$ cat src/shared/usart_mode_regs.svh
`ifndef USART_MODE_REGS_SVH
`define USART_MODE_REGS_SVH

// Register byte offsets (APB, one aligned word each)
`define OFS_CHANNEL_CMD       8'h00
`define OFS_LINE_MODE_CONFIG  8'h04
`define OFS_IRQ_ENABLE_SET    8'h08
`define OFS_IRQ_ENABLE_CLEAR  8'h0c
`define OFS_IRQ_ENABLE_STATE  8'h10
`define OFS_CHANNEL_STATUS    8'h14

// Command register bits
`define CMD_RST_STATUS_BIT    8
`define CMD_RST_RETRY_BIT     13
`define CMD_RST_NEG_ACK_SEEN_BIT      14

// Line mode fields
`define MODE_USART_MODE_LSB   0
`define MODE_CLK_SRC_LSB      4
`define MODE_CHAR_LEN_LSB     6
`define MODE_SYNC_BIT         8
`define MODE_STOP_LSB         12
`define MODE_CHANNEL_TEST_MODE_LSB       14
`define MODE_MSB_FIRST_BIT    16
`define MODE_NINE_BIT         17
`define MODE_CLK_OUT_BIT      18
`define MODE_OVER_BIT         19
`define MODE_NEG_ACK_SEEN_INH_BIT     20
`define MODE_REPEAT_LIM_BIT   21
`define MODE_MAX_RETRY_LSB    24
`define MODE_FILTER_BIT       28
`define MODE_WRITE_MASK       32'h173fffff
`define MODE_RESET            32'h00000000

// Field codes
`define USART_MODE_ISO_T0     4'h4
`define CLK_SRC_EXTERNAL      2'h3
`define STOP_CODE_ONE         2'h0
`define STOP_CODE_ONE_HALF    2'h1
`define STOP_CODE_TWO         2'h2

// Shared interrupt bit map
`define ST_RX_CHAR_READY      0
`define ST_TX_HOLDING_FREE    1
`define ST_RX_BREAK           2
`define ST_RX_DMA_END         3
`define ST_TX_DMA_END         4
`define ST_OVERRUN            5
`define ST_FRAMING            6
`define ST_PARITY             7
`define ST_TIMEOUT            8
`define ST_TX_ALL_EMPTY       9
`define ST_RETRY_LIMIT        10
`define ST_TX_DMA_BUF_EMPTY   11
`define ST_RX_DMA_BUF_FULL    12
`define ST_NEG_ACK_SEEN       13
`define ST_CHANGE_LSB         16
`define ST_LEVEL_LSB          20
`define IRQ_VALID_BITS        32'h000f3fff
`define IRQ_MASK_RESET        32'h00000000

// Receiver oversampling ratios
`define OVERSAMPLE_NORMAL     5'd16
`define OVERSAMPLE_FAST       5'd8

`endif

$ cat src/shared/usart_mode_pkg.sv
package usart_mode_pkg;

	// Channel test mode, in field code order
	typedef enum logic [1:0] {CH_NORMAL, CH_ECHO, CH_LOCAL, CH_REMOTE} chan_mode_e;

	// Events and levels reported by the serial core
	typedef struct packed {
		logic rx_char_ready;
		logic tx_holding_free;
		logic rx_break_flag;
		logic rx_dma_end;
		logic tx_dma_end;
		logic overrun_err;
		logic framing_err;
		logic parity_err;
		logic timeout;
		logic tx_all_empty;
		logic tx_dma_buf_empty;
		logic rx_dma_buf_full;
		logic neg_ack_seen;
		logic rx_char_done;
	} core_events_s;

	// Decoded line configuration towards the serial core
	typedef struct packed {
		logic [2:0] stop_half_bits;
		logic       stop_reserved;
		logic       sync_mode;
		logic       msb_first;
		logic [3:0] char_bits;
		logic [4:0] oversample;
		logic       rx_enable;
		logic       tx_enable;
	} line_cfg_s;

	// Modem control inputs
	typedef struct packed {
		logic clear_to_send;
		logic carrier_detect;
		logic dataset_ready;
		logic ring_ind;
	} modem_lines_s;

endpackage

$ cat src/hdl/usart_mode_irq.sv
// The APB register port and the register offsets were decided locally.
`timescale 1ns/100ps
`include "usart_mode_regs.svh"

module usart_mode_irq
	import usart_mode_pkg::*;
(
	// Clock and reset
	input  wire logic         pclk,
	input  wire logic         presetn,
	// APB slave
	input  wire logic         psel,
	input  wire logic         penable,
	input  wire logic         pwrite,
	input  wire logic [7:0]   paddr,
	input  wire logic [31:0]  pwdata,
	output logic [31:0]       prdata,
	output logic              pready,
	output logic              pslverr,
	// Serial core side
	input  wire core_events_s core_ev,
	input  wire logic         tx_core_out,
	input  wire logic         baud_clk_in,
	input  wire logic         filter_tick,
	output line_cfg_s         line_cfg,
	output logic              rx_core_in,
	output logic              neg_ack_seen_send,
	// Line pins
	input  wire logic         rxd_pin,
	output logic              txd_pin,
	output logic              sck_out,
	output logic              sck_oe,
	input  wire modem_lines_s modem_pins,
	// Interrupt request
	output logic              irq
);

	//--------------------------------------------------------------
	// Register state
	//--------------------------------------------------------------
	logic [31:0]  mode_q;
	logic [31:0]  mask_q;
	logic [31:0]  prdata_q;
	logic         pready_q;
	logic         pslverr_q;
	logic         rx_break_q;
	logic         overrun_q;
	logic         framing_q;
	logic         parity_q;
	logic         retry_limit_q;
	logic         neg_ack_seen_flag_q;
	logic [3:0]   change_q;
	logic [2:0]   retry_cnt_q;
	logic         neg_ack_seen_send_q;
	logic         irq_q;
	line_cfg_s    line_cfg_q;
	logic         txd_q;
	logic         rx_core_q;
	logic         sck_out_q;
	logic         sck_oe_q;

	// Synchronisers and filter
	logic         rxd_meta_q;
	logic         rxd_sync_q;
	logic [2:0]   rxd_samples_q;
	modem_lines_s modem_meta_q;
	modem_lines_s modem_sync_q;
	modem_lines_s modem_prev_q;

	//--------------------------------------------------------------
	// Bus decode
	//--------------------------------------------------------------
	logic         access;
	logic         done;
	logic         wr_done;
	logic         rd_done;
	logic         mapped;
	logic [31:0]  status;
	logic [31:0]  rdata_d;
	chan_mode_e   chan_mode;
	logic         rx_filtered;
	logic         iso_t0;

	// One wait state: data is captured in the first access cycle
	assign access  = psel && penable && !pready_q;
	assign done    = psel && penable && pready_q;
	assign wr_done = done && pwrite && !pslverr_q;
	assign rd_done = done && !pwrite && !pslverr_q;

	// Address map check
	always_comb
	begin
		case (paddr)
			`OFS_CHANNEL_CMD,
			`OFS_LINE_MODE_CONFIG,
			`OFS_IRQ_ENABLE_SET,
			`OFS_IRQ_ENABLE_CLEAR,
			`OFS_IRQ_ENABLE_STATE,
			`OFS_CHANNEL_STATUS: mapped = 1'b1;
			default:             mapped = 1'b0;
		endcase
	end

	// Status word, one bit map for all interrupt registers
	always_comb
	begin
		status = 32'h00000000;
		status[`ST_RX_CHAR_READY]    = core_ev.rx_char_ready;
		status[`ST_TX_HOLDING_FREE]  = core_ev.tx_holding_free;
		status[`ST_RX_BREAK]         = rx_break_q;
		status[`ST_RX_DMA_END]       = core_ev.rx_dma_end;
		status[`ST_TX_DMA_END]       = core_ev.tx_dma_end;
		status[`ST_OVERRUN]          = overrun_q;
		status[`ST_FRAMING]          = framing_q;
		status[`ST_PARITY]           = parity_q;
		status[`ST_TIMEOUT]          = core_ev.timeout;
		status[`ST_TX_ALL_EMPTY]     = core_ev.tx_all_empty;
		status[`ST_RETRY_LIMIT]      = retry_limit_q;
		status[`ST_TX_DMA_BUF_EMPTY] = core_ev.tx_dma_buf_empty;
		status[`ST_RX_DMA_BUF_FULL]  = core_ev.rx_dma_buf_full;
		status[`ST_NEG_ACK_SEEN]     = neg_ack_seen_flag_q;
		status[`ST_CHANGE_LSB +: 4]  = change_q;
		status[`ST_LEVEL_LSB +: 4]   = modem_sync_q;
	end

	// Read multiplexer; write-only registers read as zero
	always_comb
	begin
		case (paddr)
			`OFS_LINE_MODE_CONFIG: rdata_d = mode_q;
			`OFS_IRQ_ENABLE_STATE: rdata_d = mask_q;
			`OFS_CHANNEL_STATUS:   rdata_d = status;
			default:               rdata_d = 32'h00000000;
		endcase
	end

	//--------------------------------------------------------------
	// APB answer
	//--------------------------------------------------------------
	// Ready, error and read data all come from flops
	always_ff @(posedge pclk or negedge presetn)
	begin
		if (!presetn)
		begin
			pready_q  <= 1'b0;
			pslverr_q <= 1'b0;
			prdata_q  <= 32'h00000000;
		end
		else
		begin
			pready_q  <= access;
			pslverr_q <= access && !mapped;
			if (access && !pwrite)
				prdata_q <= mapped ? rdata_d : 32'h00000000;
		end
	end

	//--------------------------------------------------------------
	// Configuration registers
	//--------------------------------------------------------------
	// Line mode register
	always_ff @(posedge pclk or negedge presetn)
	begin
		if (!presetn)
			mode_q <= `MODE_RESET;
		else if (wr_done && paddr == `OFS_LINE_MODE_CONFIG)
			mode_q <= pwdata & `MODE_WRITE_MASK;
	end

	// Interrupt mask: set and clear through separate addresses
	always_ff @(posedge pclk or negedge presetn)
	begin
		if (!presetn)
			mask_q <= `IRQ_MASK_RESET;
		else if (wr_done && paddr == `OFS_IRQ_ENABLE_SET)
			mask_q <= mask_q | (pwdata & `IRQ_VALID_BITS);
		else if (wr_done && paddr == `OFS_IRQ_ENABLE_CLEAR)
			mask_q <= mask_q & ~(pwdata & `IRQ_VALID_BITS);
	end

	//--------------------------------------------------------------
	// Sticky status flags
	//--------------------------------------------------------------
	logic cmd_wr;
	logic rst_status;
	logic rst_retry;
	logic rst_neg_ack_seen;

	assign cmd_wr     = wr_done && paddr == `OFS_CHANNEL_CMD;
	assign rst_status = cmd_wr && pwdata[`CMD_RST_STATUS_BIT];
	assign rst_retry  = cmd_wr && pwdata[`CMD_RST_RETRY_BIT];
	assign rst_neg_ack_seen   = cmd_wr && pwdata[`CMD_RST_NEG_ACK_SEEN_BIT];

	// Receive error flags; a new event wins over the clear command
	always_ff @(posedge pclk or negedge presetn)
	begin
		if (!presetn)
		begin
			rx_break_q <= 1'b0;
			overrun_q  <= 1'b0;
			framing_q  <= 1'b0;
			parity_q   <= 1'b0;
		end
		else
		begin
			rx_break_q <= core_ev.rx_break_flag || (rx_break_q && !rst_status);
			overrun_q  <= core_ev.overrun_err || (overrun_q && !rst_status);
			framing_q  <= core_ev.framing_err || (framing_q && !rst_status);
			parity_q   <= core_ev.parity_err || (parity_q && !rst_status);
		end
	end

	// Negative acknowledge seen flag
	always_ff @(posedge pclk or negedge presetn)
	begin
		if (!presetn)
			neg_ack_seen_flag_q <= 1'b0;
		else
			neg_ack_seen_flag_q <= core_ev.neg_ack_seen || (neg_ack_seen_flag_q && !rst_neg_ack_seen);
	end

	// Modem change flags: only bits already reported by a read are cleared,
	// so an edge between capture and completion is not lost
	always_ff @(posedge pclk or negedge presetn)
	begin
		if (!presetn)
		begin
			change_q     <= 4'h0;
			modem_prev_q <= '0;
		end
		else
		begin
			modem_prev_q <= modem_sync_q;
			if (rd_done && paddr == `OFS_CHANNEL_STATUS)
				change_q <= (change_q & ~prdata_q[`ST_CHANGE_LSB +: 4]) | (modem_sync_q ^ modem_prev_q);
			else
				change_q <= change_q | (modem_sync_q ^ modem_prev_q);
		end
	end

	//--------------------------------------------------------------
	// Smart-card negative acknowledge
	//--------------------------------------------------------------
	assign iso_t0 = mode_q[`MODE_USART_MODE_LSB +: 4] == `USART_MODE_ISO_T0;

	// Successive error count; a clean character restarts it
	always_ff @(posedge pclk or negedge presetn)
	begin
		if (!presetn)
		begin
			retry_cnt_q   <= 3'h0;
			retry_limit_q <= 1'b0;
			neg_ack_seen_send_q   <= 1'b0;
		end
		else
		begin
			neg_ack_seen_send_q <= 1'b0;
			if (core_ev.rx_char_done && !core_ev.parity_err)
				retry_cnt_q <= 3'h0;
			if (core_ev.parity_err && !mode_q[`MODE_NEG_ACK_SEEN_INH_BIT])
			begin
				if (!mode_q[`MODE_REPEAT_LIM_BIT] || !iso_t0)
					neg_ack_seen_send_q <= 1'b1;
				else if (retry_cnt_q < mode_q[`MODE_MAX_RETRY_LSB +: 3])
				begin
					neg_ack_seen_send_q <= 1'b1;
					retry_cnt_q <= retry_cnt_q + 3'h1;
				end
			end
			if (rst_retry)
				retry_cnt_q <= 3'h0;
			// Flag set on reaching the limit wins over the reset command
			if (core_ev.parity_err && !mode_q[`MODE_NEG_ACK_SEEN_INH_BIT] && mode_q[`MODE_REPEAT_LIM_BIT]
				&& iso_t0 && retry_cnt_q >= mode_q[`MODE_MAX_RETRY_LSB +: 3])
				retry_limit_q <= 1'b1;
			else if (rst_retry)
				retry_limit_q <= 1'b0;
		end
	end

	//--------------------------------------------------------------
	// Receive line synchroniser and infrared filter
	//--------------------------------------------------------------
	// Pins pass two flops before any logic looks at them
	always_ff @(posedge pclk or negedge presetn)
	begin
		if (!presetn)
		begin
			rxd_meta_q   <= 1'b1;
			rxd_sync_q   <= 1'b1;
			modem_meta_q <= '0;
			modem_sync_q <= '0;
		end
		else
		begin
			rxd_meta_q   <= rxd_pin;
			rxd_sync_q   <= rxd_meta_q;
			modem_meta_q <= modem_pins;
			modem_sync_q <= modem_meta_q;
		end
	end

	// Three samples at the 1/16 bit tick
	always_ff @(posedge pclk or negedge presetn)
	begin
		if (!presetn)
			rxd_samples_q <= 3'h7;
		else if (filter_tick)
			rxd_samples_q <= {rxd_samples_q[1:0], rxd_sync_q};
	end

	// Majority vote; unfiltered line bypasses it
	assign rx_filtered = mode_q[`MODE_FILTER_BIT] ?
		((rxd_samples_q[0] & rxd_samples_q[1]) | (rxd_samples_q[1] & rxd_samples_q[2]) |
		 (rxd_samples_q[0] & rxd_samples_q[2])) : rxd_sync_q;

	//--------------------------------------------------------------
	// Channel test modes
	//--------------------------------------------------------------
	assign chan_mode = chan_mode_e'(mode_q[`MODE_CHANNEL_TEST_MODE_LSB +: 2]);

	// Routing of transmit pin and receiver input; line idles high
	always_ff @(posedge pclk or negedge presetn)
	begin
		if (!presetn)
		begin
			txd_q     <= 1'b1;
			rx_core_q <= 1'b1;
		end
		else
		begin
			case (chan_mode)
				CH_NORMAL:
				begin
					txd_q     <= tx_core_out;
					rx_core_q <= rx_filtered;
				end
				CH_ECHO:
				begin
					txd_q     <= rx_filtered;
					rx_core_q <= rx_filtered;
				end
				CH_LOCAL:
				begin
					txd_q     <= 1'b1;
					rx_core_q <= tx_core_out;
				end
				CH_REMOTE:
				begin
					txd_q     <= rx_filtered;
					rx_core_q <= 1'b1;
				end
				default:
				begin
					txd_q     <= 1'b1;
					rx_core_q <= 1'b1;
				end
			endcase
		end
	end

	//--------------------------------------------------------------
	// Decoded configuration and serial clock
	//--------------------------------------------------------------
	// Decoded fields are registered so the core sees clean levels
	always_ff @(posedge pclk or negedge presetn)
	begin
		if (!presetn)
			line_cfg_q <= '0;
		else
		begin
			line_cfg_q.sync_mode     <= mode_q[`MODE_SYNC_BIT];
			line_cfg_q.stop_reserved <= 1'b0;
			case (mode_q[`MODE_STOP_LSB +: 2])
				`STOP_CODE_ONE:      line_cfg_q.stop_half_bits <= 3'd2;
				`STOP_CODE_TWO:      line_cfg_q.stop_half_bits <= 3'd4;
				`STOP_CODE_ONE_HALF:
				begin
					line_cfg_q.stop_half_bits <= 3'd3;
					line_cfg_q.stop_reserved  <= mode_q[`MODE_SYNC_BIT];
				end
				default:
				begin
					line_cfg_q.stop_half_bits <= 3'd2;
					line_cfg_q.stop_reserved  <= 1'b1;
				end
			endcase
			line_cfg_q.msb_first  <= mode_q[`MODE_MSB_FIRST_BIT];
			line_cfg_q.char_bits  <= mode_q[`MODE_NINE_BIT] ? 4'd9 :
				4'd5 + {2'b00, mode_q[`MODE_CHAR_LEN_LSB +: 2]};
			line_cfg_q.oversample <= mode_q[`MODE_OVER_BIT] ?
				`OVERSAMPLE_FAST : `OVERSAMPLE_NORMAL;
			// Remote loopback leaves both halves of the core idle
			line_cfg_q.rx_enable  <= chan_mode != CH_REMOTE;
			line_cfg_q.tx_enable  <= chan_mode != CH_REMOTE;
		end
	end

	// Serial clock pin: never driven against an external clock source
	always_ff @(posedge pclk or negedge presetn)
	begin
		if (!presetn)
		begin
			sck_oe_q  <= 1'b0;
			sck_out_q <= 1'b0;
		end
		else
		begin
			sck_oe_q  <= mode_q[`MODE_CLK_OUT_BIT] &&
				mode_q[`MODE_CLK_SRC_LSB +: 2] != `CLK_SRC_EXTERNAL;
			sck_out_q <= baud_clk_in;
		end
	end

	//--------------------------------------------------------------
	// Interrupt request
	//--------------------------------------------------------------
	always_ff @(posedge pclk or negedge presetn)
	begin
		if (!presetn)
			irq_q <= 1'b0;
		else
			irq_q <= |(status & mask_q);
	end

	// Outputs
	assign prdata     = prdata_q;
	assign pready     = pready_q;
	assign pslverr    = pslverr_q;
	assign line_cfg   = line_cfg_q;
	assign rx_core_in = rx_core_q;
	assign neg_ack_seen_send  = neg_ack_seen_send_q;
	assign txd_pin    = txd_q;
	assign sck_out    = sck_out_q;
	assign sck_oe     = sck_oe_q;
	assign irq        = irq_q;

endmodule // usart_mode_irq

$ cat config.mk
export PLATFORM = sky130hd
export DESIGN_NAME = usart_mode_irq
export DESIGN_NICKNAME = d
export VERILOG_FILES = /design/src/shared/usart_mode_pkg.sv /design/src/hdl/usart_mode_irq.sv
export VERILOG_INCLUDE_DIRS = /design/src /design/src/shared
export SDC_FILE = /design/constraint.sdc
export NUM_CORES = 1
export LEC_CHECK = 0
export BUFFER_PORTS_ARGS = -buffer_cell sky130_fd_sc_hd__buf_2
export CORE_MARGIN = 2
export CORE_UTILIZATION = 48
export CTS_CLUSTER_DIAMETER = 40
export CTS_CLUSTER_SIZE = 25
export DETAILED_ROUTE_END_ITERATION = 8
export GPL_TIMING_DRIVEN = 0
export MAX_ROUTING_LAYER = met4
export PLACE_DENSITY = 0.82
export SLEW_MARGIN = 20
export SYNTH_ARGS = -nofsm -noshare
export SYNTH_HDL_FRONTEND = slang
export SYNTH_SLANG_ARGS = --single-unit
$ cat constraint.sdc
create_clock -name pclk -period 1.89 [get_ports pclk]
set_clock_uncertainty 0.05 [all_clocks]
set_input_delay 0.0945 -clock pclk [delete_from_list [all_inputs] [get_ports pclk]]
set_output_delay 0.0945 -clock pclk [all_outputs]
set_load 0.1 [all_outputs]
==> metrics.md <==
| Metric | Value |
|---|---|
| Layout area overhead | 39.3% |
| Yosys warnings | 0 |
| LEAKAGE | 3.62 nW |
| Synth cell types | 49 |
| H-tree levels | 4 |
| Failing checks | setup timing |
| CTS tree | done |
| Share of cells above drive strength 1 | 0.356 |
| Max Buffers Root-to-Sink | 2 |
| Hold_ws | 33.6 ps |
| CP Max Fanout | 10 |
| Setup total negative slack | -1.02 ps |
| Synth top cells by count | dfrtp_1 (116), mux2i_1 (31), mux2_2 (29) |
| Status | finished, violations left |
| MaxCap Viol Count | 0 |
| Largest cells by area after synthesis | dfrtp_1 (56%), mux2_2 (6.3%), mux2i_1 (6.0%), dfstp_2 (3.5%), a221o_1 (3.5%) |
| Crit Path Class | reg2reg |
| CP startpoint kind | flop |
| Vias per inst | 5.63 |
| WP data required | 2240 ps |
| Power Total | 0.00635 W |
| Diodes inserted | 0 |
| Crit share post-route | 1.00 |
| Routed wire length | 14.4 mm |
| Total grt overflow | 0 |
| DP Area | 0.00602 mm2 |
| Post-synth EDFFs | 0 |
| Crit. End Element | flop |
| HPWL after DPL | 9.32 mm |
| CTS clk-pin slew, worst paths | 60 ps |
| Vias post-DR | 4251 |
| Crit path DAT | 2240 ps |
| Worst Max-Slew Pin Slew | 608 ps |
| Clk_lat worst skew | 530 ps |
| Initial detailed-routing violation count | 244 |
| Worst vdd ir | 0.674 mV |
| Seq/Total Area, Yosys | 0.593 |
| Largest net degree at the start of global routing | 75 |
| Synth Area per Inst | 12.8 um2 |
| Tot GR Track Use | 0.266 |
| Core area | 0.0107 mm2 |
| WL per Instance | 19.1 um |
| Area share of the largest cell type after synthesis | 0.558 |
| PD cells | 876 mW/mm2 |
| # port buffers | 108 |
| M3 GR Usage | 0.0753 |
| DRC | 0 |
| RePlAce Congestion | 0.886 |
| Count leader, synth | dfrtp_1 |
| Initial antenna violation count | 0 |
| Clk root buf | clkbuf_8 |
| Fin crit period | 1890 ps |
| M2 GR Usage | 0.407 |
| Drt first pass iters | 5 |
| Fin cells | 755 |
| Die width | 108 um |
| Final max-slew violation count | 0 |
| Clock net sink count | 123 |
| Worst min path class | in2async |
| Final-stage net count | 674 |
| Slew HR | 0.594 |
| Initial Util | 0.487 |
| Fmax | 0.529 GHz |
| First-pass GRT wire length | 22.2 mm |
| Rows | 38 |
| Main synth FF type | dfrtp_1 |
| Met1 GRT Util | 0.317 |
| Die H | 108 um |
| Syn Std Cell Area | 0.00521 mm2 |
| Global route hottest layer | met2 |
| Leading area contributor after synthesis | dfrtp_1 |
| Final setup margin | -1.02 ps |
| Post-placement cell count | 663 |
| Final antenna-violating net count | 0 |
| # setup viols final | 1 |
| Reg2Reg Depth | 4 |
| Vias in the first global route | 4288 |
| Die Area | 0.0117 mm2 |
| CTS Buf Count | 17 |
| RSZ-0062 raised after global routing | true |
| I/O pin total | 124 |
| Post-synthesis register bit count | 123 |
| Final Instance Area | 0.00725 mm2 |
| Hold Fails Final Rpt | 0 |
| Asr flop ratio synth | 1.00 |
| Post-Syn Instances | 408 |
metal layers:
metal / part of all wire / routed length (um) / vias up
met5: 0 / 0 / -
met4: 0.049 / 707 / 0
met3: 0.077 / 1110 / 50
met2: 0.48 / 6940 / 239
met1: 0.39 / 5640 / 2088
li1: - / - / 1874
cells by family (layout without fill, tap and decap cells):
logic type / after synthesis / in the layout / share of synthesized area
DFF: 123 / 123 / 0.593
and+or+nand+nor: 87 / 87 / 0.102
AOI/OAI and AO/OA: 72 / 72 / 0.113
muxes: 60 / 60 / 0.122
buffers and inverters: 55 / 256 / 0.0481
adders and majority gates: 6 / 6 / 0.0139
xor gates and xnor gates: 4 / 4 / 0.00673
other: 1 / 7 / 0.000720
report_power, final:
group / switching, W / internal [W]
Combinational: 0.000349 / 0.000200
Clock: 0.00116 / 0.00193
Sequential: 0.0000269 / 0.00269
Total: 0.00153 / 0.00482
timing repair:
item | CTS | global route
pin swaps | 2 | 2
hold endpoints to repair | 192 | 0
hold buffers | 55 | 0
endpoints found under the setup margin | 63 | 50
resized for setup | 8 | 10
setup buffers | 3 | 2
metrics by stage:
stage / setup slack (ps) / util
after floorplan: -81.9 / -
after global placement: -1160 / 0.559
after detailed placement: -404 / 0.562
after CTS: 23.7 / 0.672
after global routing: -18.6 / 0.678
final: -1.02 / 0.678
worst max-delay path: stages (launching register included):
cell and delay [ps]:
dfrtp_4 510, or3_1 370, clkbuf_4 210, clkbuf_4 230
a221o_1 390
worst paths after layout:
path / startpoint / slack [ps] / endpoint
min in group pclk: paddr[3] / 80 / change_q[0]
max in group asynchronous: presetn / 1040 / rx_core_in
worst max-delay path: pready / -1 / prdata[7]
worst min register to register: modem_meta_q[2] / 300 / modem_sync_q[2]
worst min-delay path: presetn / 30 / mode_q[26]
worst max register to register: pready / -1 / prdata[7]
layout make-up:
class / count / area [um2]
inverters: 27 / 101
well taps: 140 / 175
multi-input cells: 236 / 1950
repair buffers: 169 / 1170
clock buffers: 20 / 445
clock inverters: 12 / 123
fillers: 751 / 3450
flip-flops and latches: 123 / 3090
plain buffers: 28 / 191
placed cells by master (no fill, tap or decap), types with 7 or more instances in the layout:
master,instances
clkbuf_16,16
inv_1,27
nand2_1,7
conb_1,7
a22oi_1,12
nor2b_1,10
dlygate4sd3_1,55
dfrtp_1,114
clkbuf_1,7
mux2i_1,31
nor3_1,20
a22o_1,11
buf_4,13
buf_2,109
mux2_2,29
dfstp_2,7
nand3_1,19
a221o_1,18
Note: power is estimated with default switching activity, not from simulation.
